--- src/hw/lpcts_consts.svh ---
// Constants of the bus target: field codes, wait counts and sync limits.
// Assumes inclusion by bare name from the design files.
`ifndef LPCTS_CONSTS_SVH
`define LPCTS_CONSTS_SVH

// ----------------------------------------------------------------------
// Field codes on the nibble bus
// ----------------------------------------------------------------------
`define LPCTS_START 4'h0
`define LPCTS_CT_IO 2'h0
`define LPCTS_CT_DMA 2'h2
`define LPCTS_SIZE_BYTE 2'h0
`define LPCTS_SYNC_READY 4'h0
`define LPCTS_SYNC_SHORT 4'h5
`define LPCTS_SYNC_LONG 4'h6
`define LPCTS_SYNC_ERR 4'ha
`define LPCTS_TAR_IDLE 4'hf

// ----------------------------------------------------------------------
// Nibble counts and wait states
// ----------------------------------------------------------------------
`define LPCTS_ADDR_LAST 2'h3
`define LPCTS_PAIR_LAST 2'h1
`define LPCTS_WAIT_IO_RD 9'h003
`define LPCTS_WAIT_IO_WR 9'h002
`define LPCTS_WAIT_DMA_RD 9'h003
`define LPCTS_WAIT_DMA_WR 9'h004
`define LPCTS_SHORT_MAX 9'h008
`define LPCTS_LONG_MAX 9'h14a
`define LPCTS_SYNC_ONE 9'h001

`endif

--- src/hw/lpcts_pkg.sv ---
// Types shared by the bus target.
// Assumes the constants header is on the include path.
package lpcts_pkg;

  // ----------------------------------------------------------------------
  // Cycle sequencer states
  // ----------------------------------------------------------------------
  typedef enum logic [9:0] {
    ST_IDLE  = 10'h001,
    ST_CTYPE = 10'h002,
    ST_ADDR  = 10'h004,
    ST_CHAN  = 10'h008,
    ST_SIZE  = 10'h010,
    ST_HDATA = 10'h020,
    ST_TAR   = 10'h040,
    ST_SYNC  = 10'h080,
    ST_TDATA = 10'h100,
    ST_TTAR  = 10'h200
  } lpcts_state_t;

endpackage

--- src/hw/lpcts_target.sv ---
// Nibble bus target: cycle decode, sync generation, wait states.
// Assumes bus pins arrive asynchronously and a user side on clk_sys.
`timescale 1ns/1ps
`include "lpcts_consts.svh"

module lpcts_target #(
  parameter logic [15:0] IO_BASE = 16'h0000,
  parameter logic [15:0] IO_MASK = 16'hfff8,
  parameter logic [2:0] DMA_CHAN = 3'h0
) (
  // System
  input wire logic clk_sys,
  input wire logic rst,
  // Bus pins
  input wire logic lclk_pin,
  input wire logic lreset_n_pin,
  input wire logic lframe_n_pin,
  input wire logic [3:0] lad_in,
  output logic [3:0] lad_out,
  output logic lad_oe,
  output logic ldrq_n,
  // Access side
  output logic acc_req,
  output logic acc_write,
  output logic acc_dma,
  output logic [15:0] acc_addr,
  output logic [2:0] acc_chan,
  output logic [7:0] acc_wdata,
  input wire logic acc_done,
  input wire logic acc_err,
  input wire logic [7:0] acc_rdata,
  input wire logic dma_req
);

  lpcts_pkg::lpcts_state_t state_reg;
  logic [6:0] pins_q;
  logic lclk_q, lrst_q, lframe_q;
  logic [3:0] lad_q;
  logic lclk_prev_reg, tick, tick_d_reg;
  logic [1:0] cnt_reg;
  logic dma_reg, wr_reg, hdata;
  logic [3:0] wait_code_reg;
  logic [15:0] addr_reg;
  logic [2:0] chan_reg;
  logic [7:0] wdata_reg, rdata_reg;
  logic [8:0] sync_cnt_reg, sync_limit;
  logic done_reg, err_reg, acc_req_reg, final_reg;
  logic [3:0] lad_out_reg, sync_code;
  logic lad_oe_reg, ldrq_n_reg;

  function automatic logic [8:0] need_waits(input logic dma, input logic wr);
    if (dma) begin
      need_waits = wr ? `LPCTS_WAIT_DMA_WR : `LPCTS_WAIT_DMA_RD;
    end else begin
      need_waits = wr ? `LPCTS_WAIT_IO_WR : `LPCTS_WAIT_IO_RD;
    end
  endfunction

  // ----------------------------------------------------------------------
  // Pin capture and bus clock tick
  // ----------------------------------------------------------------------
  lpcts_pin_sync #(.WIDTH(7), .INIT(7'h1f)) u_sync (
    .clk_sys(clk_sys),
    .rst(rst),
    .pin_in({lclk_pin, lreset_n_pin, lframe_n_pin, lad_in}),
    .pin_q(pins_q)
  );

  assign {lclk_q, lrst_q, lframe_q, lad_q} = pins_q;
  assign tick = lclk_q & ~lclk_prev_reg;
  // Host drives the data nibbles on I/O write and DMA read
  assign hdata = dma_reg ? ~wr_reg : wr_reg;

  always_ff @(posedge clk_sys) begin
    if (rst) begin
      lclk_prev_reg <= 1'b1;
      tick_d_reg <= 1'b0;
    end else begin
      lclk_prev_reg <= lclk_q;
      tick_d_reg <= tick;
    end
  end

  // ----------------------------------------------------------------------
  // Cycle sequencer
  // ----------------------------------------------------------------------
  always_ff @(posedge clk_sys) begin
    if (rst || !lrst_q) begin
      state_reg <= lpcts_pkg::ST_IDLE;
      cnt_reg <= 2'h0;
    end else if (tick) begin
      cnt_reg <= cnt_reg + 2'h1;
      if (!lframe_q) begin
        cnt_reg <= 2'h0;
        state_reg <= (lad_q == `LPCTS_START) ?
          lpcts_pkg::ST_CTYPE : lpcts_pkg::ST_IDLE;
      end else begin
        unique case (state_reg)
          lpcts_pkg::ST_IDLE: begin
            cnt_reg <= 2'h0;
          end
          lpcts_pkg::ST_CTYPE: begin
            cnt_reg <= 2'h0;
            if (lad_q[3:2] == `LPCTS_CT_IO) begin
              state_reg <= lpcts_pkg::ST_ADDR;
            end else if (lad_q[3:2] == `LPCTS_CT_DMA) begin
              state_reg <= lpcts_pkg::ST_CHAN;
            end else begin
              state_reg <= lpcts_pkg::ST_IDLE;
            end
          end
          lpcts_pkg::ST_ADDR: begin
            if (cnt_reg == `LPCTS_ADDR_LAST) begin
              cnt_reg <= 2'h0;
              if ((({addr_reg[11:0], lad_q} ^ IO_BASE) & IO_MASK) != '0) begin
                state_reg <= lpcts_pkg::ST_IDLE;
              end else begin
                state_reg <= hdata ? lpcts_pkg::ST_HDATA : lpcts_pkg::ST_TAR;
              end
            end
          end
          lpcts_pkg::ST_CHAN: begin
            cnt_reg <= 2'h0;
            state_reg <= (lad_q[2:0] == DMA_CHAN) ?
              lpcts_pkg::ST_SIZE : lpcts_pkg::ST_IDLE;
          end
          lpcts_pkg::ST_SIZE: begin
            cnt_reg <= 2'h0;
            if (lad_q[1:0] != `LPCTS_SIZE_BYTE) begin
              state_reg <= lpcts_pkg::ST_IDLE;
            end else begin
              state_reg <= hdata ? lpcts_pkg::ST_HDATA : lpcts_pkg::ST_TAR;
            end
          end
          lpcts_pkg::ST_HDATA: begin
            if (cnt_reg == `LPCTS_PAIR_LAST) begin
              cnt_reg <= 2'h0;
              state_reg <= lpcts_pkg::ST_TAR;
            end
          end
          lpcts_pkg::ST_TAR: begin
            // Host owns the lines here; no timer runs while it does
            if (cnt_reg == `LPCTS_PAIR_LAST) begin
              cnt_reg <= 2'h0;
              state_reg <= lpcts_pkg::ST_SYNC;
            end
          end
          lpcts_pkg::ST_SYNC: begin
            cnt_reg <= 2'h0;
            if (final_reg) begin
              state_reg <= hdata ? lpcts_pkg::ST_TTAR :
                lpcts_pkg::ST_TDATA;
            end
          end
          lpcts_pkg::ST_TDATA: begin
            if (cnt_reg == `LPCTS_PAIR_LAST) begin
              cnt_reg <= 2'h0;
              state_reg <= lpcts_pkg::ST_TTAR;
            end
          end
          lpcts_pkg::ST_TTAR: begin
            if (cnt_reg == `LPCTS_PAIR_LAST) begin
              state_reg <= lpcts_pkg::ST_IDLE;
            end
          end
          default: begin
            state_reg <= lpcts_pkg::ST_IDLE;
          end
        endcase
      end
    end
  end

  // ----------------------------------------------------------------------
  // Cycle fields
  // ----------------------------------------------------------------------
  always_ff @(posedge clk_sys) begin
    if (rst) begin
      dma_reg <= 1'b0;
      wr_reg <= 1'b0;
      wait_code_reg <= `LPCTS_SYNC_LONG;
      addr_reg <= 16'h0000;
      chan_reg <= 3'h0;
      wdata_reg <= 8'h00;
    end else if (tick && lframe_q) begin
      if (state_reg == lpcts_pkg::ST_CTYPE) begin
        dma_reg <= (lad_q[3:2] == `LPCTS_CT_DMA);
        wr_reg <= lad_q[1];
        wait_code_reg <= (lad_q[3:2] == `LPCTS_CT_DMA) ?
          `LPCTS_SYNC_SHORT : `LPCTS_SYNC_LONG;
      end
      if (state_reg == lpcts_pkg::ST_ADDR) begin
        addr_reg <= {addr_reg[11:0], lad_q};
      end
      if (state_reg == lpcts_pkg::ST_CHAN) begin
        chan_reg <= lad_q[2:0];
      end
      if (state_reg == lpcts_pkg::ST_HDATA) begin
        if (cnt_reg == 2'h0) begin
          wdata_reg[3:0] <= lad_q;
        end else begin
          wdata_reg[7:4] <= lad_q;
        end
      end
    end
  end

  // ----------------------------------------------------------------------
  // Access request and completion
  // ----------------------------------------------------------------------
  always_ff @(posedge clk_sys) begin
    if (rst) begin
      acc_req_reg <= 1'b0;
      done_reg <= 1'b0;
      err_reg <= 1'b0;
      rdata_reg <= 8'h00;
    end else begin
      acc_req_reg <= tick && lframe_q && lrst_q &&
        state_reg == lpcts_pkg::ST_TAR && cnt_reg == `LPCTS_PAIR_LAST;
      if (acc_done) begin
        done_reg <= 1'b1;
        err_reg <= acc_err;
        rdata_reg <= acc_rdata;
      end else if (tick && state_reg == lpcts_pkg::ST_TAR) begin
        done_reg <= 1'b0;
        err_reg <= 1'b0;
      end
    end
  end

  // ----------------------------------------------------------------------
  // Sync nibble choice and wait counting
  // ----------------------------------------------------------------------
  assign sync_limit = dma_reg ? `LPCTS_SHORT_MAX : `LPCTS_LONG_MAX;

  always_comb begin
    if (done_reg && err_reg) begin
      sync_code = `LPCTS_SYNC_ERR;
    end else if (done_reg && sync_cnt_reg >= need_waits(dma_reg, wr_reg)) begin
      sync_code = `LPCTS_SYNC_READY;
    end else if (sync_cnt_reg == sync_limit - `LPCTS_SYNC_ONE) begin
      sync_code = `LPCTS_SYNC_ERR;
    end else begin
      sync_code = wait_code_reg;
    end
  end

  always_ff @(posedge clk_sys) begin
    if (rst) begin
      sync_cnt_reg <= 9'h000;
    end else if (tick) begin
      if (state_reg == lpcts_pkg::ST_TAR) begin
        sync_cnt_reg <= 9'h000;
      end else if (state_reg == lpcts_pkg::ST_SYNC && !final_reg) begin
        sync_cnt_reg <= sync_cnt_reg + `LPCTS_SYNC_ONE;
      end
    end
  end

  // ----------------------------------------------------------------------
  // Line drivers
  // ----------------------------------------------------------------------
  always_ff @(posedge clk_sys) begin
    if (rst || !lrst_q) begin
      lad_oe_reg <= 1'b0;
      lad_out_reg <= `LPCTS_TAR_IDLE;
      final_reg <= 1'b0;
    end else if (tick_d_reg) begin
      final_reg <= 1'b0;
      lad_oe_reg <= 1'b0;
      lad_out_reg <= `LPCTS_TAR_IDLE;
      unique case (state_reg)
        lpcts_pkg::ST_SYNC: begin
          lad_oe_reg <= 1'b1;
          lad_out_reg <= sync_code;
          final_reg <= (sync_code != wait_code_reg);
        end
        lpcts_pkg::ST_TDATA: begin
          lad_oe_reg <= 1'b1;
          lad_out_reg <= (cnt_reg == 2'h0) ? rdata_reg[3:0] : rdata_reg[7:4];
        end
        lpcts_pkg::ST_TTAR: begin
          lad_oe_reg <= (cnt_reg == 2'h0);
        end
        default: begin
          lad_oe_reg <= 1'b0;
        end
      endcase
    end
  end

  always_ff @(posedge clk_sys) begin
    if (rst || !lrst_q) begin
      ldrq_n_reg <= 1'b1;
    end else begin
      ldrq_n_reg <= ~dma_req;
    end
  end

  assign lad_out = lad_out_reg;
  assign lad_oe = lad_oe_reg;
  assign ldrq_n = ldrq_n_reg;
  assign acc_req = acc_req_reg;
  assign acc_write = wr_reg;
  assign acc_dma = dma_reg;
  assign acc_addr = addr_reg;
  assign acc_chan = chan_reg;
  assign acc_wdata = wdata_reg;
endmodule

--- src/hw/lpcts_pin_sync.sv ---
// Three-stage pin synchroniser with agreement filter.
// Assumes every bit arrives from outside the clk_sys domain.
`timescale 1ns/1ps

module lpcts_pin_sync #(
  parameter int WIDTH = 7,
  parameter logic [WIDTH-1:0] INIT = '0
) (
  // System
  input wire logic clk_sys,
  input wire logic rst,
  // Pins
  input wire logic [WIDTH-1:0] pin_in,
  output logic [WIDTH-1:0] pin_q
);

  logic [WIDTH-1:0] s1_reg;
  logic [WIDTH-1:0] s2_reg;
  logic [WIDTH-1:0] s3_reg;
  logic [WIDTH-1:0] q_reg;

  initial begin
    if (WIDTH < 1) begin
      $error("lpcts_pin_sync: WIDTH must be at least 1");
    end
  end

  // ----------------------------------------------------------------------
  // Stages; a bit changes once stages two and three agree
  // ----------------------------------------------------------------------
  always_ff @(posedge clk_sys) begin
    if (rst) begin
      s1_reg <= INIT;
      s2_reg <= INIT;
      s3_reg <= INIT;
    end else begin
      s1_reg <= pin_in;
      s2_reg <= s1_reg;
      s3_reg <= s2_reg;
    end
  end

  always_ff @(posedge clk_sys) begin
    if (rst) begin
      q_reg <= INIT;
    end else begin
      for (int i = 0; i < WIDTH; i++) begin
        if (s2_reg[i] == s3_reg[i]) begin
          q_reg[i] <= s3_reg[i];
        end
      end
    end
  end

  assign pin_q = q_reg;

endmodule

--- config.mk ---
export PLATFORM = sky130hd
export DESIGN_NAME = lpcts_target
export DESIGN_NICKNAME = d
export VERILOG_FILES = /design/src/hw/lpcts_pkg.sv /design/src/hw/lpcts_target.sv /design/src/hw/lpcts_pin_sync.sv
export VERILOG_INCLUDE_DIRS = /design/src /design/src/hw
export SDC_FILE = /design/constraint.sdc
export NUM_CORES = 1
export LEC_CHECK = 0
export BUFFER_PORTS_ARGS = -buffer_cell sky130_fd_sc_hd__buf_4
export CAP_MARGIN = 25
export CORE_UTILIZATION = 57
export DETAILED_ROUTE_END_ITERATION = 10
export PLACE_DENSITY_LB_ADDON = 0.15
export SETUP_SLACK_MARGIN = 0.05
export SLEW_MARGIN = 10
export SYNTH_ARGS = -nofsm -noshare
export SYNTH_HDL_FRONTEND = slang
export SYNTH_HIERARCHICAL = 1
export SYNTH_SLANG_ARGS = --single-unit
--- constraint.sdc ---
create_clock -name clk_sys -period 2.95 [get_ports clk_sys]
set_clock_uncertainty 0.2 [all_clocks]
set_input_delay 0.4425 -clock clk_sys [delete_from_list [all_inputs] [get_ports clk_sys]]
set_output_delay 0.4425 -clock clk_sys [all_outputs]
set_load 0.005 [all_outputs]
======== Yosys cells after proc, flatten, opt, wreduce, memory -nomap -nowiden ========
Index checks and enable logic that the tools add are counted.
operators by class
  add/sub/neg operators ................... 3
  $lt $le $gt $ge ......................... 1
  equal/unequal tests ..................... 29
  multiplexer cells ....................... 39
  bitwise operators ....................... 5
  reduce and logical (&&, ||, !) cells .... 29
operators by type and width
  cell                                                  number
  one-hot mux 10 bit (10 select lines)                  1
  two-way mux 10 bit                                    8
  two-way mux 9 bit                                     4
  two-way mux 4 bit                                     6
  two-way mux 7 bit                                     3
  != test 3 bit, second input constant                  6
  nonzero test 16 bit                                   1
  equality test 10 x 1 -> 1 bit, second input constant  1
  equality test 10 bit, second input constant           1
  equality test 10 x 2 -> 1 bit, second input constant  1
  equality test 10 x 3 -> 1 bit, second input constant  1
  equality test 10 x 4 -> 1 bit, second input constant  1
  equality test 10 x 5 -> 1 bit, second input constant  1
  equality test 10 x 6 -> 1 bit, second input constant  1
  equality test 10 x 7 -> 1 bit, second input constant  1
  equality test 10 x 8 -> 1 bit, second input constant  1
  equality test 10 x 9 -> 1 bit, second input constant  1
  two-way mux 2 bit                                     5
  adder 9 x 1 -> 9 bit, second input constant           1
  equality test 9 bit                                   1
  >= comparator 9 bit                                   1
  subtractor 9 x 1 -> 9 bit, second input constant      1
  logical AND 1 bit                                     8
  one-hot mux 4 bit (2 select lines)                    1
  25 further kinds                                      49
word-level totals
  register bits ........................... 102
  input port bits ......................... 20
  logic and storage cells ................. 136

======== Depth between registers and ports, before layout ========
Gate-level depths: netlist (run 1).
  depth in word-level cells ............... 9
  gate-level depth with buffers ........... 10
  depth with buffers taken out ............ 10

======== Cells and area by module ========
Netlist (run 1), hierarchy kept.
by module, submodules not included
  module          times used  cells an instance  area each (um2)  seq. area each (um2)
  lpcts_target    1           431                3580.9           1421.4
  lpcts_pin_sync  1           72                 838.3            560.5

======== Least setup slack after synthesis (run 1) ========
No wires, ideal clock.
  kind .................................... reg-to-reg
  start point ............................. reg wait_code_reg[0] (netlist name)
  end point ............................... reg lad_out_reg[3] (netlist: lad_out[3])
  data arrival time ....................... 2.054 ns
  data required time ...................... 2.680 ns
  path slack .............................. 0.626 ns
  stages on the path, launching flop included .. 11
  path through ............................ dfxtp_1 inv_1 ha_1 or2_2 ha_1 nand2b_1 a21oi_1 o211ai_1 a311oi_1 nor3_1 a21oi_1
RTL lines
  what                  RTL line             text
  to (signal assigned)  lpcts_target.sv:266  lad_out_reg <= `LPCTS_TAR_IDLE;
  to (signal assigned)  lpcts_target.sv:271  lad_out_reg <= `LPCTS_TAR_IDLE;
  to (signal assigned)  lpcts_target.sv:275  lad_out_reg <= sync_code;
  to (decl)             lpcts_target.sv:48   logic [3:0] lad_out_reg, sync_code;

==> results of run 1 <==
[critical path, cell delays in order, from the launching register on]
cell      delay, ns
dfxtp_1        0.52
inv_1          0.08
ha_1           0.18
or2_2          0.27
ha_1           0.28
nand2b_1       0.16
a21oi_1        0.15
o211ai_1       0.14
a311oi_1       0.32
nor3_1         0.12
a21oi_1        0.15
[cell families after synthesis]
family                     after synthesis  share of synthesized area, %
AOI/OAI and AO/OA                       88                         12.46
xor gates and xnor gates                13                         2.576
adders and majority gates               12                         3.397
buffers and inverters                   41                         4.190
DFF                                     99                         44.85
muxes                                   25                         5.719
and+or+nand+nor                        225                         26.81
[power by group]
| group | total [W] | switching, W | internal, W | leakage, nW |
|---|---|---|---|---|
| logic | 0.0000665 | 0.0000304 | 0.0000361 | 1.09 |
| clock network | 0.000824 | 0.000503 | 0.000321 | 0.0906 |
| registers | 0.00137 | 0.0000103 | 0.00136 | 0.804 |
[routing by layer]
| metal | global-route usage [%] | vias up |
|---|---|---|
| li1 | - | 1841 |
| met1 | 32.76 | 1752 |
| met2 | 42.62 | 103 |
| met3 | 6.261 | 13 |
| met4 | 7.258 | 0 |
| met5 | 0 | - |
[final cells by class]
type                    count  area, sq um  share of cell area [%]
clock inverters             6        61.31                   1.209
multi-input cells         363         2252                   44.40
inverters                  11        41.29                  0.8140
flip-flops and latches     99         1982                   39.07
clock buffers               9        123.9                   2.442
well taps                  99        123.9                   2.442
repair buffers             65        488.0                   9.620
[cells in the final DEF, fill, tap and decap left out, types with 4 or more instances in the layout]
cell type,instances
o21ai_0,11
nor3_1,16
or3_1,4
a211oi_1,4
or2_2,6
nand2_1,60
clkbuf_8,9
nor2_1,55
inv_1,11
nor2b_1,7
a21oi_1,41
and2b_2,6
and4_1,4
nor4_1,7
xor2_1,10
ha_1,12
nand3_1,8
mux2i_1,23
or2_1,13
dfxtp_1,99
buf_4,65
o21bai_1,6
nand4_1,7
nand2b_1,9
[stage by stage]
step	cell area [sq um]	util [%]	setup slack [ns]	hold slack, ns
floorplan	4419	-	0.6258	0.1832
global placement	4887	66.32	0.5166	0.1866
detailed placement	4887	66.32	0.4245	0.1871
CTS	5072	68.83	0.3328	0.02726
global route	5072	68.83	0.1777	0.03259
finish	5072	68.83	0.3201	0.03280
[worst min path at each step]
stage	slack (ns)	endpoint	startpoint
global placement	0.19	u_sync/s2_reg[1]	u_sync/s1_reg[1]
global route	0.03	ldrq_n	dma_req
floorplan	0.18	u_sync/s2_reg[0]	u_sync/s1_reg[0]
finish	0.03	ldrq_n	dma_req
CTS	0.03	ldrq_n	dma_req
detailed placement	0.19	u_sync/s2_reg[3]	u_sync/s1_reg[3]
[synthesized netlist by cell type (2+ instances only)]
cell,number
nand4_1,7
or3_1,4
nand2b_1,9
o211ai_1,3
or2_1,13
ha_1,12
and3_1,2
nor4_2,2
nor2_1,55
mux2i_1,23
buf_6,3
nor3_1,16
nand3_1,8
nor3b_1,2
buf_1,2
a211oi_1,4
buf_2,4
nor4_1,7
xor2_1,10
nor2b_1,7
o21bai_1,6
mux2_2,2
nand2_1,60
nor4b_1,3
o22ai_1,3
clkbuf_1,20
or2_2,6
a211o_1,3
dfxtp_1,99
o21ai_0,11
a32oi_1,2
inv_1,11
and4_1,4
a32o_1,3
a22oi_1,2
nand4b_1,3
xnor2_1,3
a21oi_1,41
and2b_2,6
or4_1,3
==> flow_metrics.py, run 1 <==
metrics = {
    "run_status": {
        "status": "finished clean",
    },
    "synth": {
        "synth_cells": 503,
        "yosys_most_used_dff": "dfxtp_1",
        "synth_area_leader_cell": "dfxtp_1",
        "netlist_top_cells_area": "dfxtp_1 45%, mux2i_1 5.2%, nand2_1 5.1%, nor2_1 4.7%, a21oi_1 4.6%",
        "syn-num-nets": 535,
        "ys_types": 59,
        "synth-async-reset-ratio_pct": 0,
        "syn_area_sq_um": 4419,
        "synth_top_area_share_pct": 44.85,
        "ys_seq_area_share_pct": 44.85,
        "syn_area_per_cell_sq_um": 8.786,
        "ys_ff_latch": 99,
        "synth-edff-count": 0,
        "yosys_warnings": 6,
    },
    "power_and_ir_drop": {
        "power.leakage_nw": 1.988,
        "ir_drop_mv": 0.3729,
        "p_per_area_nw_per_um2": 445.0,
        "total_power_w": 0.002257,
    },
    "clock_network": {
        "clk_latency_ns": 0.36,
        "clk_path_buf_depth": 2,
        "hold_buffers": 0,
        "h-tree-depth": 3,
        "cts_buffers": 9,
        "post_cts_buffers": 0,
        "root_buffer": "clkbuf_8",
        "cts_tree": "built",
        "cts-resized-gates": 0,
        "clk_pin_slew_ns": 0.11,
        "cts.sinks": 99,
    },
    "worst_setup_path": {
        "worst_r2r_path_depth": 10,
        "crit_start": "wait_code_reg[0]",
        "end_kind": "flop",
        "cp_max_fo": 9,
        "required_ns": 3.05,
        "cp-endpoint": "lad_out[3]",
        "critPathKind": "flop to flop",
        "r2r-end": "lad_out[3]",
        "r2r-start": "wait_code_reg[0]",
        "start_kind": "flop",
        "worstPathArrival_ns": 2.73,
        "rrSetupSlack_ns": 0.32,
    },
    "global_routing": {
        "grt_antenna_before_repair": 0,
        "grt-ovfl-total": 0,
        "grt_pass1_wl_mm": 16.88,
        "grt_max_degree": 45,
        "grt.total_usage_pct": 25.54,
        "grt_pass1_vias": 3516,
    },
    "layout": {
        "drive_above_1_share_pct": 18.44,
        "layout.cells.non_filler": 652,
        "syn2layout_area_growth_pct": 14.78,
        "largest_reg_flops": 16,
        "num-fill-cells": 637,
        "final_nets": 581,
        "insertedDiodeCount": 0,
    },
    "sta": {
        "fin_crit_sh_pct": 89.15,
        "setup_viol": 0,
        "max_freq_mhz": 380.2,
        "slew_headroom_pct": 62.18,
        "min_period_ns": 2.630,
        "drv_slew": 0,
        "tightest_slew_ns": 0.5661,
        "hold_violations": 0,
        "tns_ns": 0,
        "rsz0062_at_grt": "false",
    },
    "hold_path": {
        "holdPathStages": 2,
        "min_path_type": "input port to flop",
    },
    "floorplanning": {
        "die_area_sq_um": 8109,
        "die_w_microns": 90.05,
        "die_y_microns": 90.05,
        "pin_count": 56,
        "rows": 31,
        "design.core.area_sq_um": 7370,
        "start_util_pct": 59.97,
    },
    "placement": {
        "gp_congestion": 0.8807,
        "placed_cells": 637,
        "hpwl_mm": 7.013,
        "port_buffers": 55,
    },
    "detailed_routing": {
        "route.met2.wl_mm": 4.631,
        "drt_pass1_iterations": 4,
        "antenna_left": 0,
        "vias": 3709,
        "wl_met3_microns": 535,
        "drc_errors": 0,
        "top_layer": "met4",
        "finalWirelength_mm": 9.846,
        "wl_per_cell_microns": 15.10,
        "drtIter0Drc": 218,
        "wl_met1_mm": 4.568,
        "routed_via_density": 5.689,
    },
    "job": {
        "maxCapViolations": 0,
    },
}
No activity file was read; power rests on OpenSTA's default activity.
==> run 2: changes to the inputs <==
SYNTH_HIERARCHICAL = default   (was 1)
==> run 2 against run 1 <==
  * Synthesized cell count rose by 1.2%
  * Clock-buffer cell count did not move
  * Sequential cell count did not move
  * Wire length rose by 1.8%
  * Die area fell by 0.24%
  * Via count rose by 1.5%
  * Critical endpoint is now lad_out[0]
  * Cell count rose by 0.77%
  * Design area fell by 0.17%
  * Area after synthesis fell by 0.25%
==> flow_metrics.py, run 2 <==
metrics = {
    "power_and_ir_drop": {
        "ir_drop_mv": 0.4466,
        "power_frac_comb_pct": 2.9,
        "power.leakage_nw": 1.938,
        "switching_share_pct": 24.37,
        "total_power_w": 0.002274,
        "pwr-share-seq_pct": 60.1,
        "pwr-share-clk_pct": 37.0,
        "internal_power_w": 0.001720,
        "p_sw_w": 0.0005542,
        "p_per_area_nw_per_um2": 449.1,
    },
    "sta": {
        "min_period_ns": 2.652,
        "tightest_slew_ns": 0.6034,
        "rsz0062_at_grt": "false",
        "fin_crit_sh_pct": 89.89,
        "tns_ns": 0,
        "drv_slew": 0,
        "setup_viol": 0,
        "hold_violations": 0,
        "slew_headroom_pct": 59.69,
        "max_freq_mhz": 377.1,
    },
    "worst_setup_path": {
        "crit_start": "wait_code_reg[0]",
        "start_kind": "flop",
        "cp-endpoint": "lad_out[0]",
        "end_kind": "flop",
        "worst_r2r_path_depth": 10,
        "rrSetupSlack_ns": 0.30,
        "required_ns": 2.99,
        "cp_max_fo": 9,
        "worstPathArrival_ns": 2.69,
        "r2r-end": "lad_out[0]",
        "critPathKind": "flop to flop",
        "r2r-start": "wait_code_reg[0]",
    },
    "detailed_routing": {
        "drt_pass1_iterations": 6,
        "drc_errors": 0,
        "routed_via_density": 5.731,
        "antenna_left": 0,
        "finalWirelength_mm": 10.03,
        "drtIter0Drc": 217,
        "vias": 3765,
        "wl_per_cell_microns": 15.26,
    },
    "layout": {
        "insertedDiodeCount": 0,
        "syn2layout_area_growth_pct": 14.87,
        "drive_above_1_share_pct": 20.25,
        "final_cell_mix": "99 x dfxtp_1, 65 x buf_4, 64 x nand2_1",
        "final_common_cell": "dfxtp_1",
        "largest_reg_flops": 16,
        "final_nets": 585,
        "num-fill-cells": 630,
    },
    "synth": {
        "syn-num-nets": 541,
        "syn_area_sq_um": 4408,
        "synth-async-reset-ratio_pct": 0,
        "ys_seq_area_share_pct": 44.96,
        "netlist_top_cells_area": "dfxtp_1 45%, a21oi_1 5.6%, nand2_1 5.4%, mux2i_1 5.0%, nor2_1 4.7%",
        "synth_area_leader_cell": "dfxtp_1",
        "ys_ff_latch": 99,
        "yosys_most_used_dff": "dfxtp_1",
        "synth-edff-count": 0,
        "synth_cells": 509,
        "synth_top_area_share_pct": 44.96,
        "yosysMostFrequentCell": "dfxtp_1",
        "ys_types": 60,
        "synth_commonest_cells": "99 x dfxtp_1, 64 x nand2_1, 55 x nor2_1",
        "yosys_warnings": 0,
        "syn_area_per_cell_sq_um": 8.660,
    },
    "clock_network": {
        "root_buffer": "clkbuf_8",
        "cts_buffers": 9,
        "post_cts_buffers": 0,
        "clk_latency_ns": 0.38,
        "clk_path_buf_depth": 2,
        "clk_pin_slew_ns": 0.10,
        "cts_tree": "built",
        "h-tree-depth": 3,
        "cts-resized-gates": 0,
        "cts.sinks": 99,
        "hold_buffers": 0,
    },
    "global_routing": {
        "grt_pass1_vias": 3497,
        "grt.total_usage_pct": 25.83,
        "grt_max_degree": 66,
        "grt_pass1_wl_mm": 16.72,
        "grt_antenna_before_repair": 0,
        "grt-ovfl-total": 0,
    },
    "placement": {
        "gp_congestion": 0.8736,
        "port_buffers": 55,
        "hpwl_mm": 7.204,
    },
    "floorplanning": {
        "die_y_microns": 89.94,
        "die_w_microns": 89.94,
        "pin_count": 56,
        "die_area_sq_um": 8089,
        "design.core.area_sq_um": 7370,
        "start_util_pct": 59.81,
        "rows": 31,
    },
    "job": {
        "maxCapViolations": 0,
    },
    "run_status": {
        "status": "finished clean",
    },
    "hold_path": {
        "min_path_type": "input port to flop",
    },
}
[run 2: cell types whose count changed after synthesis, moves of 6 or more]
cell     delta
or2_2      +13
and2b_2     -6
nor3_1      -9
a21oi_1     +8
buf_2       +6
or2_1      -13
nand3_1     +8
[run 2: worst min-delay path by stage]
stage                startpoint          endpoint  slack [ns]  cells after the start
4_1_cts                 dma_req            ldrq_n        0.03                      2
6_report                dma_req            ldrq_n        0.03                      2
5_1_grt               lad_in[1]  u_sync.s1_reg[1]        0.02                      2
3_5_place_dp   u_sync.s1_reg[0]  u_sync.s2_reg[0]        0.20                      1
3_3_place_gp   u_sync.s1_reg[0]  u_sync.s2_reg[0]        0.19                      1
2_1_floorplan  u_sync.s1_reg[0]  u_sync.s2_reg[0]        0.19                      1
[run 2: layout make-up]
cell class	instances	area, sq um	share of cell area, %
clock inverter	7	71.32	1.408
inverter	11	41.29	0.8154
timing repair buffer	65	488.0	9.637
sequential	99	1982	39.14
tap	99	123.9	2.446
clock buffer	9	123.9	2.446
multi-input combinational	367	2233	44.11
[run 2: critical path: stages (launching register included)]
cell and delay [ns]:
dfxtp_1 0.49, inv_1 0.08, ha_1 0.18, or2_2 0.29, ha_1 0.26, nand2b_1 0.09
a21oi_1 0.06, o211ai_1 0.25, a21boi_0 0.20, a311oi_1 0.32, o21ai_0 0.10
[run 2: per-stage QoR]
step	cell area, sq um	hold slack (ns)	utilization (%)	setup WS (ns)	instances
2_1_floorplan	4408	0.1895	-	0.5589	509
3_3_place_gp	4868	0.1931	66.06	0.4414	641
3_5_place_dp	4868	0.1974	66.06	0.3053	641
4_1_cts	5064	0.02545	68.71	0.2901	657
5_1_grt	5064	0.01978	68.71	0.09126	657
6_report	5064	0.03131	68.71	0.2983	657
[run 2: layer usage]
layer	part of all wire, %	track usage, %
met3	5.8	6.345
met1	44	31.76
met2	48	43.33
met5	0	0
met4	2.7	10.62
[run 2: kinds of logic after synthesis]
family,after synthesis,synth area share (%)
flip-flops,99,44.96
multiplexers,22,4.996
XOR/XNOR,9,1.788
adder cells (fa/ha/maj),12,3.406
AO/OA/AOI/OAI,98,13.68
buffers and inverters,43,4.371
AND/OR/NAND/NOR,226,26.80
[run 2: power by group through the flow]
stage	clock network (W)	logic [W]	registers (W)
after floorplan	0	0.0000419	0.00139
after global placement	0	0.0000654	0.00140
after detailed placement	0	0.0000670	0.00140
after CTS	0.000857	0.0000670	0.00137
after global routing	0.000918	0.0000736	0.00137
final	0.000840	0.0000665	0.00137
